--- config.mk ---
export PLATFORM = sky130hd
export DESIGN_NAME = local_cpu_bus_host_port
export DESIGN_NICKNAME = d
export VERILOG_FILES = /design/src/shared/host_port_pkg.sv /design/src/hdl/host_port_sync.sv /design/src/hdl/local_cpu_bus_host_port.sv
export SDC_FILE = /design/constraint.sdc
export NUM_CORES = 1
export LEC_CHECK = 0
export ABC_AREA = 1
export BUFFER_PORTS_ARGS = -buffer_cell sky130_fd_sc_hd__buf_2
export CAP_MARGIN = 5
export CORE_UTILIZATION = 54
export DETAILED_ROUTE_END_ITERATION = 10
export PLACE_DENSITY = 0.85
export SYNTH_ARGS = -nofsm -noshare
export SYNTH_HDL_FRONTEND = slang
export SYNTH_HIERARCHICAL = 1
export SYNTH_SLANG_ARGS = --single-unit
export TNS_END_PERCENT = 20
--- constraint.sdc ---
create_clock -name clk_sys_in -period 2.59 [get_ports clk_sys_in]
set_input_delay 0.6475 -clock clk_sys_in [delete_from_list [all_inputs] [get_ports clk_sys_in]]
set_output_delay 0.6475 -clock clk_sys_in [all_outputs]
set_load 0.02 [all_outputs]
--- src/shared/host_port_pkg.sv ---
// package: constants, types and carriers of the local cpu bus host port
package host_port_pkg;

   ////////////////////////////////////////////////////////////////////////////
   // widths
   localparam int ADDR_W = 10;
   localparam int DATA_W = 16;
   localparam int LANES  = 2;

   // static mode select codes on mode_sel_in
   localparam logic [1:0] SEL_ISA = 2'h0;
   localparam logic [1:0] SEL_SEP = 2'h1;
   localparam logic [1:0] SEL_DS  = 2'h2;
   localparam logic [1:0] SEL_PSE = 2'h3;

   // default address decode: port window and 16-bit capable ports
   localparam logic [ADDR_W-1:0] IO_BASE   = 10'h000;
   localparam logic [ADDR_W-1:0] IO_MASK   = 10'h3e0;
   localparam logic [ADDR_W-1:0] WIDE_BASE = 10'h010;
   localparam logic [ADDR_W-1:0] WIDE_MASK = 10'h3fe;

   // synchroniser depth
   localparam int SYNC_STAGES = 2;

   ////////////////////////////////////////////////////////////////////////////
   // bus modes, one-hot
   typedef enum logic [3:0] {
      MODE_ISA = 4'b0001,
      MODE_SEP = 4'b0010,
      MODE_DS  = 4'b0100,
      MODE_PSE = 4'b1000
   } mode_t;

   // access sequencer states, one-hot
   typedef enum logic [2:0] {
      ST_IDLE = 3'b001,
      ST_WAIT = 3'b010,
      ST_DONE = 3'b100
   } seq_t;

   // host strobe pins that pass through the synchroniser
   typedef struct packed {
      logic cs_n;
      logic rd_n;
      logic wr_n;
      logic dma_cycle_marker;
      logic bhe_n;
      logic lds_n;
   } pin_t;

   // pin pull levels, used as synchroniser reset value
   localparam pin_t PIN_IDLE = '{cs_n: 1'h1, rd_n: 1'h1, wr_n: 1'h1,
                                 dma_cycle_marker: 1'h0, bhe_n: 1'h1, lds_n: 1'h1};

   // request handed to the core register file
   typedef struct packed {
      logic [ADDR_W-1:0] addr;
      logic [LANES-1:0]  be;
      logic [DATA_W-1:0] wdata;
      logic              read;
   } core_req_t;

   // whole state of the host port
   typedef struct packed {
      seq_t              seq;
      mode_t             mode;
      logic              mode_ok;
      core_req_t         req;
      logic [DATA_W-1:0] rdata;
      logic              wide;
      logic              irq;
   } port_state_t;

endpackage

--- src/hdl/host_port_sync.sv ---
// module: multi-bit two-flop synchroniser for asynchronous host strobes
`timescale 1ns/10ps
module host_port_sync #(
   parameter int             W       = 6,
   parameter logic [W-1:0]   RST_VAL = '0
) (
   input  wire logic         clk_sys_in,
   input  wire logic         rstn_in,
   input  wire logic [W-1:0] async_in,
   output logic      [W-1:0] sync_out
);

   ////////////////////////////////////////////////////////////////////////////
   // one independent flop pair per bit; the first stage feeds only the second
   genvar i;
   generate
      for (i = 0; i < W; i = i + 1) begin : g_bit
         logic meta_reg;
         logic sync_reg;
         // reset to the pin's pull level so no false strobe after reset
         always_ff @(posedge clk_sys_in or negedge rstn_in) begin
            if (!rstn_in) begin
               meta_reg <= RST_VAL[i];
               sync_reg <= RST_VAL[i];
            end else begin
               meta_reg <= async_in[i];
               sync_reg <= meta_reg;
            end
         end
         assign sync_out[i] = sync_reg;
      end
   endgenerate

endmodule

--- src/hdl/local_cpu_bus_host_port.sv ---
// module: host bus slave port with four selectable host bus modes
`timescale 1ns/10ps
module local_cpu_bus_host_port #(
   parameter logic [9:0] IO_BASE   = host_port_pkg::IO_BASE,
   parameter logic [9:0] IO_MASK   = host_port_pkg::IO_MASK,
   parameter logic [9:0] WIDE_BASE = host_port_pkg::WIDE_BASE,
   parameter logic [9:0] WIDE_MASK = host_port_pkg::WIDE_MASK
) (
   input  wire logic                    clk_sys_in,
   input  wire logic                    rstn_in,
   input  wire logic [1:0]              mode_sel_in,
   input  wire logic [9:0]              host_addr_in,
   input  wire logic [15:0]             host_data_bus_in,
   output logic      [15:0]             host_data_bus_out,
   output logic      [1:0]              host_data_bus_oe_out,
   input  wire logic                    chip_select_n_in,
   input  wire logic                    io_read_strobe_n_in,
   input  wire logic                    io_write_strobe_n_in,
   input  wire logic                    upper_byte_en_n_in,
   input  wire logic                    dma_cycle_marker_in,
   output logic                         service_request_out,
   output logic                         ready_n_out,
   output logic                         ready_n_oe_out,
   output logic                         wide_port_indicate_n_out,
   output logic                         wide_port_indicate_n_oe_out,
   input  wire logic                    service_needed_in,
   output host_port_pkg::core_req_t     core_req_out,
   output logic                         core_rd_out,
   output logic                         core_wr_out,
   input  wire logic                    core_ready_in,
   input  wire logic [15:0]             core_rdata_in
);

   ////////////////////////////////////////////////////////////////////////////
   // declarations
   host_port_pkg::port_state_t state_reg;
   host_port_pkg::port_state_t state_next;
   host_port_pkg::pin_t        pin_raw;
   host_port_pkg::pin_t        pin_syn;
   host_port_pkg::mode_t       mode_pick;
   logic [15:0]                wdata_lanes;

   logic       is_ds;
   logic       is_isa;
   logic       is_pse;
   logic       in_range;
   logic       wide_range;
   logic       qualified;
   logic       access_syn;
   logic       read_syn;
   logic [1:0] lanes_syn;
   logic       read_raw;
   logic       handshake;
   logic       waiting;
   logic       qual_raw;

   ////////////////////////////////////////////////////////////////////////////
   // strobe synchronisation
   // gather the strobe pins; bit 0 of the address doubles as lower strobe
   always_comb begin
      pin_raw.cs_n  = chip_select_n_in;
      pin_raw.rd_n  = io_read_strobe_n_in;
      pin_raw.wr_n  = io_write_strobe_n_in;
      pin_raw.dma_cycle_marker   = dma_cycle_marker_in;
      pin_raw.bhe_n = upper_byte_en_n_in;
      pin_raw.lds_n = host_addr_in[0];
   end

   // trade-off: two flops cost two clocks on every cycle, but a strobe edge
   // that lands near the clock can no longer reach the sequencer as two
   // different values in one cycle
   // strobes come from a foreign clock; the sequencer acts only on settled copies
   host_port_sync #(
      .W       ($bits(host_port_pkg::pin_t)),
      .RST_VAL (host_port_pkg::PIN_IDLE)
   ) u_sync (
      .clk_sys_in (clk_sys_in),
      .rstn_in    (rstn_in),
      .async_in   (pin_raw),
      .sync_out   (pin_syn)
   );

   ////////////////////////////////////////////////////////////////////////////
   // mode decode
   // the code is read once only; a strap that moves later is ignored until
   // the next reset, so a mode switch never lands in the middle of a cycle
   // translate the static select code into a one-hot mode
   always_comb begin
      case (mode_sel_in)
         host_port_pkg::SEL_SEP: mode_pick = host_port_pkg::MODE_SEP;
         host_port_pkg::SEL_DS:  mode_pick = host_port_pkg::MODE_DS;
         host_port_pkg::SEL_PSE: mode_pick = host_port_pkg::MODE_PSE;
         default:                mode_pick = host_port_pkg::MODE_ISA;
      endcase
   end

   assign is_ds  = (state_reg.mode == host_port_pkg::MODE_DS);
   assign is_isa = (state_reg.mode == host_port_pkg::MODE_ISA);
   assign is_pse = (state_reg.mode == host_port_pkg::MODE_PSE);

   ////////////////////////////////////////////////////////////////////////////
   // address decode and cycle qualification
   // window and wide ports are parameters; the defaults give a 32-port
   // window at the bottom of the space with two 16-bit ports in it
   // bit 0 is a strobe in ds mode, so it takes no part in the decode there
   always_comb begin
      logic [9:0] a;
      a = host_addr_in;
      if (is_ds) begin
         a[0] = 1'h0;
      end
      in_range   = ((a & IO_MASK) == (IO_BASE & IO_MASK));
      wide_range = in_range && ((a & WIDE_MASK) == (WIDE_BASE & WIDE_MASK));
   end

   // dma marker blocks isa cycles; the same pin enables program-select cycles
   // the synchronised marker is used so it lines up with the strobes
   always_comb begin
      qualified = 1'h1;
      if (is_isa) begin
         qualified = !pin_syn.dma_cycle_marker;
      end else if (is_pse) begin
         qualified = pin_syn.dma_cycle_marker;
      end
   end

   // the wide flag follows raw pins, so its qualifier must too; a synced
   // marker would lag and let a dma address raise the flag for two clocks
   always_comb begin
      qual_raw = 1'h1;
      if (is_isa) begin
         qual_raw = !dma_cycle_marker_in;
      end else if (is_pse) begin
         qual_raw = dma_cycle_marker_in;
      end
   end

   // a host cycle is present on the synchronised strobes
   always_comb begin
      access_syn = 1'h0;
      read_syn   = 1'h0;
      lanes_syn  = 2'h0;
      if (state_reg.mode_ok && !pin_syn.cs_n && qualified && in_range) begin
         if (is_ds) begin
            // lower and upper data strobes pick the lanes
            lanes_syn  = {!pin_syn.bhe_n, !pin_syn.lds_n};
            access_syn = !pin_syn.bhe_n || !pin_syn.lds_n;
            read_syn   = pin_syn.wr_n;
         end else begin
            // low lane always, upper lane by the byte enable
            // read wins when both strobes are low
            lanes_syn  = {!pin_syn.bhe_n, 1'h1};
            access_syn = !pin_syn.rd_n || !pin_syn.wr_n;
            read_syn   = !pin_syn.rd_n;
         end
      end
   end

   // a lane the host leaves disabled brings no stale data into the core
   genvar lane;
   generate
      for (lane = 0; lane < host_port_pkg::LANES; lane = lane + 1) begin : g_lane
         assign wdata_lanes[lane*8 +: 8] = lanes_syn[lane] ?
                                           host_data_bus_in[lane*8 +: 8] : 8'h00;
      end
   endgenerate

   // in ds mode a read is direction high plus either lane strobe
   // raw read strobe, so the bus is let go without synchroniser delay
   always_comb begin
      if (is_ds) begin
         read_raw = !chip_select_n_in && io_write_strobe_n_in &&
                    (!upper_byte_en_n_in || !host_addr_in[0]);
      end else begin
         read_raw = !chip_select_n_in && !io_read_strobe_n_in;
      end
   end

   ////////////////////////////////////////////////////////////////////////////
   // core handshake
   // pin-to-core timing, core answering at once:
   //   edges 1 and 2  strobes pass the synchroniser flops
   //   edge 3         request captured, sequencer to wait
   //   edge 4         core takes it; read data into the data flops
   //   after that     lanes driven until the raw read strobe drops
   // each stalled clock delays edge 4 by one and pulls the ready pin once more;
   // in ds mode the pin stays quiet while waiting and acknowledges in done
   // limitation: a host that drops its strobe before the answer still gets
   // the core access, since the request is already captured
   // a strobe held low gives exactly one core access
   // the host keeps its strobes high for at least one clock between cycles, or
   // the sequencer still sits in done and the new cycle merges with the old
   // the core takes a request in a cycle where both rd or wr and ready are high
   assign core_req_out = state_reg.req;
   assign core_rd_out  = (state_reg.seq == host_port_pkg::ST_WAIT) && state_reg.req.read;
   assign core_wr_out  = (state_reg.seq == host_port_pkg::ST_WAIT) && !state_reg.req.read;
   assign handshake    = (state_reg.seq == host_port_pkg::ST_WAIT) && core_ready_in;
   assign waiting      = (state_reg.seq == host_port_pkg::ST_WAIT) && !core_ready_in;

   ////////////////////////////////////////////////////////////////////////////
   // next state
   always_comb begin
      state_next = state_reg;
      // mode is caught once, in the first cycle after reset release
      if (!state_reg.mode_ok) begin
         state_next.mode    = mode_pick;
         state_next.mode_ok = 1'h1;
      end
      // 16-bit flag follows the presented, selected address; raw pins so the
      // host sees it early in its cycle, the synchronised path would be late
      state_next.wide = state_reg.mode_ok && !chip_select_n_in && qual_raw &&
                        wide_range;
      // service request polarity depends on the bus mode
      if (is_ds || is_pse) begin
         state_next.irq = !service_needed_in;
      end else begin
         state_next.irq = service_needed_in;
      end
      case (state_reg.seq)
         host_port_pkg::ST_IDLE: begin
            // the whole request is captured at once, so the core never sees a mix
            if (access_syn) begin
               state_next.seq        = host_port_pkg::ST_WAIT;
               state_next.req.addr   = host_addr_in;
               state_next.req.be     = lanes_syn;
               state_next.req.read   = read_syn;
               state_next.req.wdata  = wdata_lanes;
               if (is_ds) begin
                  state_next.req.addr[0] = 1'h0;
               end
            end
         end
         host_port_pkg::ST_WAIT: begin
            // read data is taken at the handshake edge, the only time it stands
            if (core_ready_in) begin
               state_next.seq = host_port_pkg::ST_DONE;
               if (state_reg.req.read) begin
                  state_next.rdata = core_rdata_in;
               end
            end
         end
         host_port_pkg::ST_DONE: begin
            // hold until the host ends the cycle; one access per strobe
            if (!access_syn) begin
               state_next.seq = host_port_pkg::ST_IDLE;
            end
         end
         // an illegal code from an upset returns to idle
         default: begin
            state_next.seq = host_port_pkg::ST_IDLE;
         end
      endcase
   end

   ////////////////////////////////////////////////////////////////////////////
   // state register
   // reset puts the sequencer idle and forgets the mode, so a new strap
   // is taken after every reset
   always_ff @(posedge clk_sys_in or negedge rstn_in) begin
      if (!rstn_in) begin
         state_reg.seq       <= host_port_pkg::ST_IDLE;
         state_reg.mode      <= host_port_pkg::MODE_ISA;
         state_reg.mode_ok   <= 1'h0;
         state_reg.req       <= '0;
         state_reg.rdata     <= 16'h0000;
         state_reg.wide      <= 1'h0;
         state_reg.irq       <= 1'h0;
      end else begin
         state_reg <= state_next;
      end
   end

   ////////////////////////////////////////////////////////////////////////////
   // pin drivers
   // read data from flops; lanes driven only while the read is still on
   // hazard: the enable falls with the raw strobe, not the synchronised one,
   // so the bus is free before the host can turn it around
   always_comb begin
      host_data_bus_out    = state_reg.rdata;
      host_data_bus_oe_out = 2'h0;
      if ((state_reg.seq == host_port_pkg::ST_DONE) && state_reg.req.read && read_raw) begin
         host_data_bus_oe_out = state_reg.req.be;
      end
   end

   // open drain: pin level is always low, the enable decides
   // the pull-up outside makes the released level; driving high here would
   // fight other open-drain devices that share the ready line
   assign ready_n_out = 1'h0;

   // wait state while the core stalls, or acknowledge once data is taken
   always_comb begin
      if (is_ds) begin
         ready_n_oe_out = (state_reg.seq == host_port_pkg::ST_DONE) && access_syn;
      end else begin
         ready_n_oe_out = waiting;
      end
   end

   // second open-drain pin: again only the enable moves
   assign wide_port_indicate_n_out    = 1'h0;
   assign wide_port_indicate_n_oe_out = state_reg.wide;
   assign service_request_out         = state_reg.irq;

endmodule

**After elaboration in Yosys (flattened, before gate mapping)**

Index checks and enable logic that the tools add are counted.

- Output and inout port bits: 54
- Memories kept: 0
- Memory bits (writable): 0
- Bits in latches: 0
- Register bits: 67
- Bits in read-only memories: 0
- Bits of input ports: 53

- Magnitude comparators: 0
- Equality and inequality tests: 13
- Mux-type cells: 22
- Bitwise logic cells: 0
- Div/mod/pow operators: 0
- Reduce and logical (&&, ||, !) cells: 38
- Shifts and indexed selects: 0
- Add/subtract/negate cells: 0
- Multipliers: 0

Operators with widths:

| operator | number |
|---|---|
| 1-bit logical AND | 16 |
| 8-bit two-way mux | 2 |
| 1-bit logical NOT | 14 |
| 1-bit two-way mux | 13 |
| 4-bit case mux with 3 select lines | 1 |
| 10-bit logical NOT | 1 |
| 9-bit by 4-bit == test with 1-bit output (second input constant) | 1 |
| 3-bit two-way mux | 3 |
| 3-bit case mux with 3 select lines | 1 |
| 2-bit inequality test (second input constant) | 3 |
| 3-bit AND reduction | 2 |
| 2-bit == test (second input constant) | 2 |
| 4-bit by 1-bit == test with 1-bit output (second input constant) | 1 |
| 4-bit by 3-bit == test with 1-bit output (second input constant) | 1 |
| 4-bit == test (second input constant) | 1 |
| 1-bit logical OR | 4 |
| 2-bit two-way mux | 2 |
| 3-bit by 1-bit == test with 1-bit output (second input constant) | 1 |
| 3-bit by 2-bit == test with 1-bit output (second input constant) | 1 |
| 3-bit == test (second input constant) | 1 |
| 2-bit by 1-bit == test with 1-bit output (second input constant) | 1 |
| 2-bit AND reduction | 1 |

**Logic depth before layout (Yosys ltp)**

- Depth after elaboration: 8
- Mapped depth: 11
- Depth with buffers taken out: 11

**By module**

The synthesis kept the hierarchy.

Modules (own cells, without submodules):

| module | area an instance (um^2) | cells an instance | instances | sequential area each (um^2) |
|---|---|---|---|---|
| local_cpu_bus_host_port | 2786.4 | 329 | 1 | 1378.8 |
| host_port_sync | 357.8 | 18 | 1 | 312.8 |

**Least setup slack after synthesis**

No wires, ideal clock.

- Kind: in2out
- Start: input port host_addr_in[8]
- End: output port ready_n_oe_out
- Data required time: 1.942 ns
- Buffers on the path: 0
- Stages on the path: 7
- Arrival time: 1.496 ns
- Path slack: 0.447 ns
- Cells stage by stage: nor2_1 > nand4_1 > nor2_4 > nand2_1 > inv_1 > nand3_1 > o21ai_1

- Longest elaborated chain between the ends: 5

RTL lines:

| element | RTL line | text |
|---|---|---|
| from (decl) | local_cpu_bus_host_port.sv:12 | `input wire logic [9:0] host_addr_in,` |
| 10-bit logical NOT | local_cpu_bus_host_port.sv:112 | `in_range = ((a & IO_MASK) == (IO_BASE & IO_MASK));` |
| 1-bit logical AND | local_cpu_bus_host_port.sv:143 | `if (state_reg.mode_ok && !pin_syn.cs_n && qualified && in_range) begin` |
| 1-bit two-way mux | local_cpu_bus_host_port.sv:143 |  |
| 1-bit logical AND | local_cpu_bus_host_port.sv:294 | `ready_n_oe_out = (state_reg.seq == host_port_pkg::ST_DONE) && access_syn;` |
| 1-bit two-way mux | local_cpu_bus_host_port.sv:293 | `if (is_ds) begin` |
| to (decl) | local_cpu_bus_host_port.sv:23 | `output logic ready_n_oe_out,` |

No other way between the ends.

**Final worst setup path**

- Start: register state_reg[48] (netlist bit)
- End: output port ready_n_oe_out

- Longest elaborated chain between the ends: 8
- Elaborated cells between the ends (all ways): 11

RTL lines:

| element | RTL line | text |
|---|---|---|
| from (decl) | local_cpu_bus_host_port.sv:36 | `host_port_pkg::port_state_t state_reg;` |
| from (signal assigned) | local_cpu_bus_host_port.sv:269 | `state_reg <= state_next;` |
| 4-bit == test | local_cpu_bus_host_port.sv:99 | `assign is_pse = (state_reg.mode == host_port_pkg::MODE_PSE);` |
| 1-bit two-way mux | local_cpu_bus_host_port.sv:122 | `end else if (is_pse) begin` |
| 1-bit two-way mux | local_cpu_bus_host_port.sv:120 | `if (is_isa) begin` |
| 1-bit logical AND (2 in series) | local_cpu_bus_host_port.sv:143 |  |
| 1-bit two-way mux | local_cpu_bus_host_port.sv:143 |  |
| 1-bit logical AND | local_cpu_bus_host_port.sv:294 |  |
| 1-bit two-way mux * | local_cpu_bus_host_port.sv:293 |  |

Mark *: on every way between the ends. The rest lies on a longest branch, timed or not.

==> flow_summary_export.csv <==
group,metric,value,unit
placed_design,place_ws,0.210,ns
worst_setup_path,rr_endpoint,"core_req_out[10]",
logic_synthesis,synthTopCellsByCount,"nand2_1 (120), dfrtp_1 (55), buf_4 (54)",
clock_network,cts_resized,0,
worst_setup_path,crit_type,"reg2out",
logic_synthesis,synth_top_area_share,0.438,
placed_design,dp.cells,469,
sta,rsz0062_at_grt,"false",
die,die_height,78.3,um
sta,fin_worst_skew,0.00842,ns
cells_and_area,largest_reg_flops,29,
worst_setup_path,crit_chain,"inv_1 -> nor2_1 -> nand3_1 -> nand2_1 -> nor2_4 -> nand2_1 -> inv_1 -> nand3_1 -> o21ai_1 -> buf_2",
route,num_vias,2282,
pwr,power,2.63,mW
logic_synthesis,async_flop_share,1.00,
die,dieArea,6130,um2
logic_synthesis,ys.flop_type,"dfrtp_1",
clock_network,clock_sinks,67,
cells_and_area,syn_to_final_growth,12.9,%
grt,grt_overflow,0,
clock_network,clk_pin_slew_worst_paths,0.07,ns
route,drc,0,
worst_setup_path,cp_slowest_cell,"dfstp_2",
clock_network,cts.htree.levels,3,
grt,gr-usage-met3,0.0407,
sta,post-route-period-util,0.934,
grt,met2_usage,0.370,
logic_synthesis,ys_seq_area_frac,0.538,
clock_network,clkLatencyLatePin,0.33,ns
clock_network,cts_tree,"done",
clock_network,ctsHoldBuffers,0,
logic_synthesis,yosys.cell_count.top_type,"nand2_1",
die,core,5570,um2
clock_network,clockRootBuffer,"clkbuf_8",
die,io_pins,107,
cells_and_area,finalNonFillerCells,485,
clock_network,post_cts_buffers,0,
grt,grt_pass1_wl,9.92,mm
route,antenna_left,0,
logic_synthesis,yosys_warnings,6,
logic_synthesis,synthesis.area,3140,um2
worst_setup_path,critical_path.max_stage_delay,0.55,ns
worst_setup_path,cp-startpoint,"state_reg[48]",
logic_synthesis,yosys.area.top_type,"dfrtp_1",
placed_design,numPortBuffers,104,
sta,whs,0.248,ns
worst_setup_path,worst_r2r_startpoint,"state_reg[49]",
grt,grtUsageTotal,0.214,
route,firstDrtPassIters,4,
sta,clock.fmax,413,MHz
worst_setup_path,end_kind,"output port",
die,die_w,78.3,um
job,drv_cap,0,
cells_and_area,drive_gt1_frac,0.392,
route,drt_iter0_markers,114,
pwr,ir_worst_vdd,0.000542,V
route,wl_per_cell,12.3,um
sta,setup_violations,0,
logic_synthesis,synth_cell_types,30,
clock_network,cts-buffers-inserted,9,
grt,grt_max_degree,28,
grt,antenna_found_initial,0,
logic_synthesis,syn_avg_cell_area,9.06,um2
cells_and_area,antenna_cells,0,
logic_synthesis,ys_ff_latch,67,
logic_synthesis,synth_area_leaders,"dfrtp_1 (44%), nand2_1 (14%), buf_4 (13%)",
sta,setup_ws,0.171,ns
cells_and_area,nets,461,
sta,final-max-slew-violation-count,0,
placed_design,gp_congestion,0.769,
route,vias_per_cell,4.71,
logic_synthesis,synth-edff-count,0,
logic_synthesis,synth_cells,347,
sta,hold_viol_final,0,
die,rows,27,
worst_setup_path,cp.arrival,1.77,ns
grt,grt_util_met1,0.261,
worst_setup_path,cp_max_fo,4,
pwr,powerDensity,741,nW/um2
worst_setup_path,r2r_setup_slack,0.73,ns
hold_path,hold_class,"in2async",
grt,grt_busiest_layer,"met2",
pwr,p_leak,2.12,nW
grt,grt_pass1_vias,2189,
sta,setup_tns,0,ns
status,status,"complete, no violations",
worst_setup_path,reg2reg_depth,9,
route,wirelength,5.98,mm
worst_setup_path,crit_required,1.94,ns
worst_setup_path,start_kind,"flip-flop",
sta,fin_crit,2.42,ns
die,start_util,0.564,
placed_design,hpwl,4.46,mm
clock_network,cts_buffer_depth,2,
-- cell families after synthesis --
logic type / count (synthesis) / synth area share
buffers and inverters: 89 / 0.176
AO/OA/AOI/OAI: 14 / 0.0322
flip-flops: 67 / 0.538
other: 2 / 0.00239
XOR/XNOR: 1 / 0.00279
AND/OR/NAND/NOR: 174 / 0.248
-- worst max path at each step --
stage	cells after the start	slack (ns)	end
after detailed placement	9	0.21	ready_n_oe_out
after CTS	10	0.15	ready_n_oe_out
final	10	0.17	ready_n_oe_out
after global placement	9	0.26	ready_n_oe_out
after global routing	10	0.01	ready_n_oe_out
after floorplan	7	0.45	ready_n_oe_out
-- cell usage in the layout, fill, tap and decap left out, types with 2 or more instances in the layout --
cell type / count
dfstp_2: 12
clkbuf_1: 3
o21ai_2: 5
nand2_2: 2
or2_2: 2
buf_2: 104
o22ai_1: 3
inv_1: 19
nor3_1: 2
nor2_1: 9
nand2_1: 120
inv_2: 10
clkbuf_8: 11
nand4_1: 3
nand3b_1: 2
buf_4: 5
conb_1: 3
nand3_1: 24
nor2_4: 6
dfrtp_1: 55
o21ai_0: 2
-- per-stage QoR --
| stage | util | instance area (um2) |
|---|---|---|
| 2_1_floorplan | - | 3150 |
| 3_3_place_gp | 0.601 | 3350 |
| 3_5_place_dp | 0.601 | 3350 |
| 4_1_cts | 0.637 | 3550 |
| 5_1_grt | 0.637 | 3550 |
| 6_report | 0.637 | 3550 |
-- report_power, final --
| part | internal, mW | switching [mW] | total, mW |
|---|---|---|---|
| combinational | 0.185 | 0.342 | 0.527 |
| clock | 0.497 | 0.358 | 0.855 |
| sequential | 1.18 | 0.0706 | 1.25 |
| total | 1.86 | 0.771 | 2.63 |
-- routing by layer --
layer / vias up / part of all wire
li1: 1138 / -
met4: 0 / 0.018
met1: 1061 / 0.44
met2: 73 / 0.50
met5: - / 0
met3: 10 / 0.048
-- worst max-delay path: cells and delay by family, from the launching register on --
family,cells,cell delay [ns]
flip-flops,1,0.55
AND/OR/NAND/NOR,6,0.58
buffers and inverters,3,0.27
AO/OA/AOI/OAI,1,0.06
-- area by class of cell --
type | count | area, um2
fill | 486 | 2030
sequential | 67 | 1690
multi-input combinational | 192 | 902
timing repair buffer | 109 | 558
clock buffer | 14 | 163
inverter | 29 | 109
tap | 72 | 90.1
clock inverter | 2 | 35.0
(Power assumes the default switching activity.)
